==> src/conv_clock_divider_sel_pkg.sv <==
// Constants and register map of the converter sequencer control block
package conv_clock_divider_sel_pkg;
  // Register indices; byte address is four times the index
  localparam logic [7:0] IDX_RESULT_HIGH = 8'h1e;
  localparam logic [7:0] IDX_CONV_CTRL = 8'h1f;
  localparam logic [7:0] IDX_PIN_SELECT = 8'h91;
  localparam logic [7:0] IDX_RESULT_LOW = 8'h9e;
  localparam logic [7:0] IDX_CLK_SELECT = 8'h9f;
  localparam int ADDR_W = 10;
  // Reset values
  localparam logic [7:0] RST_CONV_CTRL = 8'h00;
  localparam logic [7:0] RST_PIN_SELECT = 8'hff;
  localparam logic [2:0] RST_CLK_SEL = 3'h0;
  // Control register fields
  localparam int CTRL_JUSTIFY = 7;
  localparam int CTRL_VREF = 6;
  localparam int CTRL_CHS_LSB = 2;
  localparam int CTRL_GO = 1;
  localparam int CTRL_ON = 0;
  localparam int CTRL_RSVD = 5;
  // Clock select field position
  localparam int CSEL_LSB = 4;
  // Conversion clock select codes
  localparam logic [2:0] SEL_DIV2 = 3'h0;
  localparam logic [2:0] SEL_DIV4 = 3'h4;
  localparam logic [2:0] SEL_DIV8 = 3'h1;
  localparam logic [2:0] SEL_DIV16 = 3'h5;
  localparam logic [2:0] SEL_DIV32 = 3'h2;
  localparam logic [2:0] SEL_DIV64 = 3'h6;
  localparam logic [1:0] SEL_RC_LOW = 2'h3;
  // System clocks per conversion bit period for each divide code
  localparam logic [7:0] DIV2_CLKS = 8'h02;
  localparam logic [7:0] DIV4_CLKS = 8'h04;
  localparam logic [7:0] DIV8_CLKS = 8'h08;
  localparam logic [7:0] DIV16_CLKS = 8'h10;
  localparam logic [7:0] DIV32_CLKS = 8'h20;
  localparam logic [7:0] DIV64_CLKS = 8'h40;
  // Timing
  localparam int CLK_FREQ_KHZ = 100000;
  localparam int RC_FREQ_MAX_KHZ = 500;
  localparam int RC_DIV_INT = (CLK_FREQ_KHZ + RC_FREQ_MAX_KHZ - 1) / RC_FREQ_MAX_KHZ;
  localparam logic [7:0] RC_DIV = 8'(RC_DIV_INT);
  localparam logic [7:0] INSTR_CLKS = 8'h04;
  localparam logic [3:0] CONV_BIT_PERIODS = 4'hb;
  localparam logic [3:0] ABORT_BIT_PERIODS = 4'h2;
  typedef enum logic [1:0] {
    ST_IDLE = 2'b00,
    ST_START_WAIT = 2'b01,
    ST_CONVERT = 2'b10,
    ST_ABORT_WAIT = 2'b11
  } conv_clock_divider_sel_state_type;
endpackage

==> src/conv_clock_divider_sel_ctrl.sv <==
// Converter sequencer control: registers, clock select, sequencing, sleep
//
// Chosen here: register access over Avalon-MM.
`timescale 1ns/1ps
// Notes on behaviour
// Three select bits pick system clock divide 2..64 or internal RC clock.
// RC option clocks conversion from a dedicated oscillator at most 500 kHz.
// Eight analog-select bits, set means analog pin; all reset to one.
// Analog pin disables its digital input, weak pull-up and change interrupt.
// Software sets the pin direction of an analog pin to input.
// Software waits the acquisition time after a channel change before starting.
// Software selects the RC clock for conversions that run during sleep.
// With RC clock, conversion starts one instruction cycle after the trigger.
// On completion go bit clears and the 10-bit result is loaded.
// Completion in sleep with interrupt enabled wakes the device.
// Completion in sleep with interrupt disabled powers converter down, on-bit kept.
// Sleep with non-RC clock aborts conversion, powers down, on-bit kept.
// Reset restores registers, turns converter off, aborts pending conversion.
// Reset leaves result registers unchanged; unknown after power-on.
// A conversion takes eleven conversion clock periods.
// Go bit starts; completion clears go, flags done, interrupts if enabled.
// Software abort keeps old result; acquisition restarts after two periods.
// Justify bit set gives right justified result, clear gives left.
// Left: high holds top eight, low top holds two; right is reverse.
// Clock select register bit 7 and bits 3..0 read as zero.
module conv_clock_divider_sel_ctrl (
  input wire logic clk_i,
  input wire logic arst_n_i,
  input wire logic [9:0] avs_address_i,
  input wire logic avs_read_i,
  input wire logic avs_write_i,
  input wire logic [31:0] avs_writedata_i,
  output logic [31:0] avs_readdata_o,
  output logic avs_waitrequest_o,
  input wire logic sleep_i,
  input wire logic conversion_done_irq_enable_i,
  input wire logic [9:0] conv_result_i,
  input wire logic [7:0] pin_digital_in_i,
  input wire logic [7:0] pin_pullup_en_i,
  input wire logic [7:0] pin_ioc_en_i,
  output logic [7:0] pin_digital_in_o,
  output logic [7:0] pin_pullup_en_o,
  output logic [7:0] pin_ioc_en_o,
  output logic [7:0] pin_analog_enable_o,
  output logic [2:0] input_channel_sel_o,
  output logic vref_sel_o,
  output logic converter_active_o,
  output logic acquire_o,
  output logic bit_period_tick_o,
  output logic conversion_done_flag_o,
  output logic wake_o
);
  logic [7:0] ctrl_r;
  logic [7:0] analog_pin_select_r;
  logic [2:0] csel_r;
  logic [7:0] res_high_r;
  logic [7:0] res_low_r;
  logic [31:0] rdata_r;
  logic ack_r;
  logic powered_down_r;
  logic done_r;
  logic wake_r;
  conv_clock_divider_sel_pkg::conv_clock_divider_sel_state_type state_r;
  conv_clock_divider_sel_pkg::conv_clock_divider_sel_state_type state_nxt;
  logic [7:0] div_cnt_r;
  logic [7:0] div_limit;
  logic [7:0] wait_cnt_r;
  logic [3:0] tad_cnt_r;
  logic tad_tick;
  logic rc_sel;
  logic req;
  logic wr_en;
  logic [7:0] idx;
  logic ctrl_wr;
  logic go_wr_set;
  logic go_wr_clr;
  logic finish;
  logic sleep_abort;
  logic sw_abort;
  logic running;

  assign idx = avs_address_i[conv_clock_divider_sel_pkg::ADDR_W-1:2];
  assign req = avs_read_i | avs_write_i;
  // One wait state: the read word is ready at the releasing edge
  assign avs_waitrequest_o = req & ~ack_r;
  assign wr_en = avs_write_i & ack_r;
  assign ctrl_wr = wr_en & (idx == conv_clock_divider_sel_pkg::IDX_CONV_CTRL);
  assign go_wr_set = ctrl_wr & avs_writedata_i[conv_clock_divider_sel_pkg::CTRL_GO];
  assign go_wr_clr = ctrl_wr & ~avs_writedata_i[conv_clock_divider_sel_pkg::CTRL_GO];
  assign rc_sel = (csel_r[1:0] == conv_clock_divider_sel_pkg::SEL_RC_LOW);

  always_ff @(posedge clk_i or negedge arst_n_i)
  begin
    if (!arst_n_i)
      ack_r <= 1'b0;
    else
      ack_r <= req & ~ack_r;
  end

  always_ff @(posedge clk_i or negedge arst_n_i)
  begin
    if (!arst_n_i)
      rdata_r <= 32'h0000_0000;
    else if (avs_read_i && !ack_r)
    begin
      unique case (idx)
        conv_clock_divider_sel_pkg::IDX_RESULT_HIGH: rdata_r <= {24'h00_0000, res_high_r};
        conv_clock_divider_sel_pkg::IDX_CONV_CTRL: rdata_r <= {24'h00_0000, ctrl_r};
        conv_clock_divider_sel_pkg::IDX_PIN_SELECT: rdata_r <= {24'h00_0000, analog_pin_select_r};
        conv_clock_divider_sel_pkg::IDX_RESULT_LOW: rdata_r <= {24'h00_0000, res_low_r};
        conv_clock_divider_sel_pkg::IDX_CLK_SELECT: rdata_r <= {25'h000_0000, csel_r, 4'h0};
        default: rdata_r <= 32'h0000_0000;
      endcase
    end
  end
  assign avs_readdata_o = rdata_r;

  // Divisor for the selected conversion clock
  always_comb
  begin
    div_limit = conv_clock_divider_sel_pkg::RC_DIV;
    if (!rc_sel)
    begin
      unique case (csel_r)
        conv_clock_divider_sel_pkg::SEL_DIV2: div_limit = conv_clock_divider_sel_pkg::DIV2_CLKS;
        conv_clock_divider_sel_pkg::SEL_DIV4: div_limit = conv_clock_divider_sel_pkg::DIV4_CLKS;
        conv_clock_divider_sel_pkg::SEL_DIV8: div_limit = conv_clock_divider_sel_pkg::DIV8_CLKS;
        conv_clock_divider_sel_pkg::SEL_DIV16: div_limit = conv_clock_divider_sel_pkg::DIV16_CLKS;
        conv_clock_divider_sel_pkg::SEL_DIV32: div_limit = conv_clock_divider_sel_pkg::DIV32_CLKS;
        conv_clock_divider_sel_pkg::SEL_DIV64: div_limit = conv_clock_divider_sel_pkg::DIV64_CLKS;
        default: div_limit = conv_clock_divider_sel_pkg::RC_DIV;
      endcase
    end
  end

  assign running = (state_r == conv_clock_divider_sel_pkg::ST_CONVERT) || (state_r == conv_clock_divider_sel_pkg::ST_ABORT_WAIT);

  // Divider restarts with each conversion so the first period is whole
  always_ff @(posedge clk_i or negedge arst_n_i)
  begin
    if (!arst_n_i)
      div_cnt_r <= 8'h00;
    else if (!running || div_cnt_r == div_limit - 8'h01)
      div_cnt_r <= 8'h00;
    else
      div_cnt_r <= div_cnt_r + 8'h01;
  end
  assign tad_tick = running && (div_cnt_r == div_limit - 8'h01);
  assign bit_period_tick_o = tad_tick;

  assign finish = (state_r == conv_clock_divider_sel_pkg::ST_CONVERT) && tad_tick
    && (tad_cnt_r == conv_clock_divider_sel_pkg::CONV_BIT_PERIODS - 4'h1);
  // Non-RC clock cannot keep running while the core is asleep
  assign sleep_abort = sleep_i && !rc_sel && (state_r != conv_clock_divider_sel_pkg::ST_IDLE);
  assign sw_abort = go_wr_clr && (state_r == conv_clock_divider_sel_pkg::ST_CONVERT);

  always_comb
  begin
    state_nxt = state_r;
    unique case (state_r)
      conv_clock_divider_sel_pkg::ST_IDLE:
        if (go_wr_set && ctrl_r[conv_clock_divider_sel_pkg::CTRL_ON] && avs_writedata_i[conv_clock_divider_sel_pkg::CTRL_ON]
          && !sleep_abort)
          state_nxt = rc_sel ? conv_clock_divider_sel_pkg::ST_START_WAIT : conv_clock_divider_sel_pkg::ST_CONVERT;
      conv_clock_divider_sel_pkg::ST_START_WAIT:
        if (go_wr_clr)
          state_nxt = conv_clock_divider_sel_pkg::ST_IDLE;
        else if (wait_cnt_r == conv_clock_divider_sel_pkg::INSTR_CLKS - 8'h01)
          state_nxt = conv_clock_divider_sel_pkg::ST_CONVERT;
      conv_clock_divider_sel_pkg::ST_CONVERT:
        if (sw_abort)
          state_nxt = conv_clock_divider_sel_pkg::ST_ABORT_WAIT;
        else if (finish)
          state_nxt = conv_clock_divider_sel_pkg::ST_IDLE;
      conv_clock_divider_sel_pkg::ST_ABORT_WAIT:
        if (tad_tick && tad_cnt_r == conv_clock_divider_sel_pkg::ABORT_BIT_PERIODS - 4'h1)
          state_nxt = conv_clock_divider_sel_pkg::ST_IDLE;
    endcase
    if (sleep_abort || !ctrl_r[conv_clock_divider_sel_pkg::CTRL_ON])
      state_nxt = conv_clock_divider_sel_pkg::ST_IDLE;
  end

  always_ff @(posedge clk_i or negedge arst_n_i)
  begin
    if (!arst_n_i)
      state_r <= conv_clock_divider_sel_pkg::ST_IDLE;
    else
      state_r <= state_nxt;
  end

  always_ff @(posedge clk_i or negedge arst_n_i)
  begin
    if (!arst_n_i)
      wait_cnt_r <= 8'h00;
    else if (state_r == conv_clock_divider_sel_pkg::ST_START_WAIT)
      wait_cnt_r <= wait_cnt_r + 8'h01;
    else
      wait_cnt_r <= 8'h00;
  end

  always_ff @(posedge clk_i or negedge arst_n_i)
  begin
    if (!arst_n_i)
      tad_cnt_r <= 4'h0;
    else if (state_nxt != state_r)
      tad_cnt_r <= 4'h0;
    else if (tad_tick)
      tad_cnt_r <= tad_cnt_r + 4'h1;
  end

  // Control register; hardware clear of go wins over a fresh set in the same cycle
  always_ff @(posedge clk_i or negedge arst_n_i)
  begin
    if (!arst_n_i)
      ctrl_r <= conv_clock_divider_sel_pkg::RST_CONV_CTRL;
    else
    begin
      if (ctrl_wr)
      begin
        ctrl_r <= avs_writedata_i[7:0];
        ctrl_r[conv_clock_divider_sel_pkg::CTRL_RSVD] <= 1'b0;
        // Go may only rise when the converter was already on
        ctrl_r[conv_clock_divider_sel_pkg::CTRL_GO] <= go_wr_set && ctrl_r[conv_clock_divider_sel_pkg::CTRL_ON]
          && avs_writedata_i[conv_clock_divider_sel_pkg::CTRL_ON] && !sleep_abort
          && !finish && (state_r != conv_clock_divider_sel_pkg::ST_ABORT_WAIT);
      end
      else if (finish || sleep_abort)
        ctrl_r[conv_clock_divider_sel_pkg::CTRL_GO] <= 1'b0;
    end
  end

  always_ff @(posedge clk_i or negedge arst_n_i)
  begin
    if (!arst_n_i)
      analog_pin_select_r <= conv_clock_divider_sel_pkg::RST_PIN_SELECT;
    else if (wr_en && idx == conv_clock_divider_sel_pkg::IDX_PIN_SELECT)
      analog_pin_select_r <= avs_writedata_i[7:0];
  end

  always_ff @(posedge clk_i or negedge arst_n_i)
  begin
    if (!arst_n_i)
      csel_r <= conv_clock_divider_sel_pkg::RST_CLK_SEL;
    else if (wr_en && idx == conv_clock_divider_sel_pkg::IDX_CLK_SELECT)
      csel_r <= avs_writedata_i[conv_clock_divider_sel_pkg::CSEL_LSB +: 3];
  end

  // No reset: results survive a device reset
  always_ff @(posedge clk_i)
  begin
    if (finish)
    begin
      if (ctrl_r[conv_clock_divider_sel_pkg::CTRL_JUSTIFY])
      begin
        res_high_r <= {6'h00, conv_result_i[9:8]};
        res_low_r <= conv_result_i[7:0];
      end
      else
      begin
        res_high_r <= conv_result_i[9:2];
        res_low_r <= {conv_result_i[1:0], 6'h00};
      end
    end
  end

  // Analog power drops in sleep with a non-RC clock or when an RC conversion completes with interrupt off; on-bit stays set
  always_ff @(posedge clk_i or negedge arst_n_i)
  begin
    if (!arst_n_i)
      powered_down_r <= 1'b0;
    else if (!sleep_i)
      powered_down_r <= 1'b0;
    else if (sleep_abort)
      powered_down_r <= 1'b1;
    else if (finish && !conversion_done_irq_enable_i)
      powered_down_r <= 1'b1;
    else if (!running && state_r == conv_clock_divider_sel_pkg::ST_IDLE && !rc_sel)
      powered_down_r <= 1'b1;
  end

  always_ff @(posedge clk_i or negedge arst_n_i)
  begin
    if (!arst_n_i)
    begin
      done_r <= 1'b0;
      wake_r <= 1'b0;
    end
    else
    begin
      done_r <= finish;
      wake_r <= finish && sleep_i && conversion_done_irq_enable_i;
    end
  end

  assign conversion_done_flag_o = done_r;
  assign wake_o = wake_r;
  assign converter_active_o = ctrl_r[conv_clock_divider_sel_pkg::CTRL_ON] && !powered_down_r;
  // Sample switch closed only in idle and start wait, so acquisition restarts on its own after the abort wait
  assign acquire_o = converter_active_o && (state_r == conv_clock_divider_sel_pkg::ST_IDLE
    || state_r == conv_clock_divider_sel_pkg::ST_START_WAIT);
  assign input_channel_sel_o = ctrl_r[conv_clock_divider_sel_pkg::CTRL_CHS_LSB +: 3];
  assign vref_sel_o = ctrl_r[conv_clock_divider_sel_pkg::CTRL_VREF];
  assign pin_analog_enable_o = analog_pin_select_r;
  // Analog pins see no digital input, pull-up or change interrupt
  assign pin_digital_in_o = pin_digital_in_i & ~analog_pin_select_r;
  assign pin_pullup_en_o = pin_pullup_en_i & ~analog_pin_select_r;
  assign pin_ioc_en_o = pin_ioc_en_i & ~analog_pin_select_r;
endmodule // conv_clock_divider_sel_ctrl

==> config.mk <==
export PLATFORM = sky130hd
export DESIGN_NAME = conv_clock_divider_sel_ctrl
export DESIGN_NICKNAME = d
export VERILOG_FILES = /design/src/conv_clock_divider_sel_pkg.sv /design/src/conv_clock_divider_sel_ctrl.sv
export SDC_FILE = /design/constraint.sdc
export NUM_CORES = 1
export LEC_CHECK = 0
export BUFFER_PORTS_ARGS = -buffer_cell sky130_fd_sc_hd__buf_2
export CORE_MARGIN = 10
export CORE_UTILIZATION = 50
export DETAILED_ROUTE_END_ITERATION = 16
export GPL_TIMING_DRIVEN = 0
export PLACE_DENSITY = 0.83
export SYNTH_ARGS = -nofsm -noshare
export SYNTH_HDL_FRONTEND = slang
export SYNTH_SLANG_ARGS = --single-unit
==> constraint.sdc <==
create_clock -name clk_i -period 3.3 [get_ports clk_i]
set_input_delay 0.66 -clock clk_i [delete_from_list [all_inputs] [get_ports clk_i]]
set_output_delay 0.66 -clock clk_i [all_outputs]
set_load 0.03 [all_outputs]
==> impl_metrics.yaml <==
run_status:
  outcome: "finished, final reports clean"
global_routing:
  grt_max_degree: 53
  grt_first_pass_wirelength_mm: 16.2
  grt.total_usage: 0.173
  grt_pass1_vias: 3244
  grt-ovfl-total: 0
  antenna_found_initial: 0
floorplan:
  start_util: 0.519
  fp.dieArea_um2: 11500
  die_y_um: 107
  io_pins: 156
  fp-row-count: 31
  die_w_um: 107
  core_area_um2: 7330
sta:
  fmax_ghz: 0.341
  setup_ws_ns: 0.364
  min_period_ns: 2.94
  hold_viol: 0
  skew_ns: 0.0110
  setup_violations: 0
  fin_setup_tns_ns: 0
  slew_viol_final: 0
  period_share: 0.890
  rsz0062_at_grt: "false"
  worst_pin_slew_ns: 1.15
  slew_headroom: 0.231
yosys:
  synth_edf_count: 16
  synth_seq_cells: 68
  syn_area_per_cell_um2: 10.7
  synth_cells: 355
  syn-cell-area_um2: 3810
  async_reset_ff_frac: 0.765
  ys_types: 63
  yosysSeqAreaShare: 0.471
  synth_ff_type: "dfrtp_1"
  yosys_warnings: 0
clocking:
  h-tree-depth: 3
  cts.clk_slew.worst_paths_ns: 0.08
  ctsLongestPathBuffers: 2
  post_cts_resized: 0
  cts_setup_buffers: 0
  cts_root_buffer: "clkbuf_8"
  cts.sinks: 68
  cts_hold_buffers: 0
  cts_tree: "yes"
  cts_buffers: 9
  clk_latency_ns: 0.35
final_layout:
  fill_cells: 568
  final_cell_mix: "buf_2, dfrtp_1, nor2b_1, buf_4, nor2_1"
  nets: 581
  layout_commonest_cell: "buf_2"
  n_antenna_cell: 0
  syn_to_final_growth_pct: 24.7
  drive_above_1_share: 0.377
drt:
  routedWlPerCell_um: 16.7
  wirelength_mm: 9.98
  drtIter0Drc: 262
  ant_nets: 0
  firstDrtPassIters: 5
  drt-vias-per-instance: 5.38
  drc_errors: 0
  vias: 3218
worst_setup_path:
  path_class: "flop to output port"
  cp-end-kind: "output port"
  crit_path_start: "csel_r[2]"
  rr_startpoint: "csel_r[2]"
  worstPathRequired_ns: 2.64
  cp.arrival_ns: 2.28
  startpoint_type: "flop"
  reg2reg_depth: 5
  worst-path-max-fanout: 8
pwr:
  peakVddDrop_mv: 0.291
  leakagePower_nw: 2.32
  p_per_area_nw_per_um2: 389
worst_hold_path:
  worstHoldStart: "wait_cnt_r[0]"
  hold_depth: 1
  hold_class: "flop to flop"
placement:
  gp_congestion: 0.829
  numPortBuffers: 105
  post-place-ws_ns: 0.572
  dpl.hpwl_mm: 7.69
run:
  timing.max_cap.violations: 0
[final timing paths]
path / to / slack, ns
min reg2reg: wait_cnt_r[0] / 0.45
max reg2reg: res_low_r[0] / 0.78
max in group asynchronous: csel_r[1] / 2.05
max: bit_period_tick_o / 0.36
min in group asynchronous: ctrl_r[7] / 0.51
min: wait_cnt_r[0] / 0.45
[sequential cells by signal (all words and copies together) (netlist names)]
name	count
ack_r	1
state_r	2
pin_analog_enable_o	8
wait_cnt_r	8
ctrl_r	7
wake_o	1
div_cnt_r	8
csel_r	3
res_low_r	8
conversion_done_flag_o	1
avs_readdata_o	8
res_high_r	8
powered_down_r	1
tad_cnt_r	4
[per-layer routing]
metal | vias up | GRT usage | wire length, um
met3 | 16 | 0.0629 | 1030
met5 | - | 0 | 0
li1 | 1505 | - | -
met1 | 1529 | 0.206 | 3820
met4 | 0 | 0.0629 | 111
met2 | 168 | 0.281 | 5020
[worst max-delay path: stages, from the launching register on]
cell and delay (ns):
dfrtp_1 0.45, and3b_1 0.23, or3_4 0.34, a211oi_4 0.46, and3_1 0.25, buf_2 0.21
[cells in the mapped netlist, types with 2 or more instances]
cell type,instances,share of area
nor2_1,25,0.025
nor2b_1,37,0.061
inv_1,3,0.0030
nor3_1,11,0.014
and3_1,12,0.020
a211oi_1,2,0.0039
and3b_1,3,0.0069
ha_1,5,0.016
a222oi_1,8,0.021
nand4_1,3,0.0049
nand3_1,15,0.020
o31ai_1,2,0.0039
edfxtp_1,16,0.13
mux2_2,15,0.044
xnor2_1,4,0.0092
a31oi_1,3,0.0049
dfrtp_1,44,0.29
o21ai_0,6,0.0079
and2_1,8,0.013
buf_2,2,0.0026
nand2_1,15,0.015
xor2_1,12,0.028
nand2b_1,5,0.0082
o31a_1,2,0.0046
a21oi_1,7,0.0092
mux2_1,6,0.018
clkbuf_1,7,0.0069
and4b_1,2,0.0053
a21o_1,6,0.012
buf_4,28,0.055
dfstp_2,8,0.055
a22oi_1,2,0.0039
[per-stage QoR]
stage	hold WS [ns]	utilization	instances	total power [W]	area [um2]
finish	0.453	0.648	598	0.00185	4750
global route	0.466	0.648	598	0.00192	4750
CTS	0.456	0.648	598	0.00185	4750
detailed placement	0.446	0.620	582	0.00115	4540
global placement	0.438	0.620	582	0.00115	4540
floorplan	0.364	-	378	0.00107	3890
[area by class of cell]
cell class	instances	area (um2)	area share
multi-input cells	270	1840	0.388
flip-flops and latches	68	1790	0.377
repair buffers	105	526	0.111
plain buffers	37	246	0.0519
clock buffers	9	124	0.0261
well taps	99	124	0.0261
clock inverters	7	81.3	0.0171
inverters	3	11.3	0.00237
[cells by family after synthesis]
group | Yosys count | share of synthesized area
fa+ha+maj | 5 | 0.0164
flops | 68 | 0.471
buf+inv | 40 | 0.0677
compound gates | 50 | 0.104
mux | 23 | 0.0687
xor+xnor | 16 | 0.0368
simple gates | 152 | 0.235
other cells | 1 | 0.000985
[report_power, final]
part | total (W) | internal, W | switching (W) | leakage, nW
Combinational | 0.000250 | 0.0000889 | 0.000161 | 1.39
Clock | 0.000711 | 0.000359 | 0.000352 | 0.101
Sequential | 0.000885 | 0.000873 | 0.0000118 | 0.822
Total | 0.00185 | 0.00132 | 0.000524 | 2.32
Note: power is estimated with default switching activity, not from simulation.
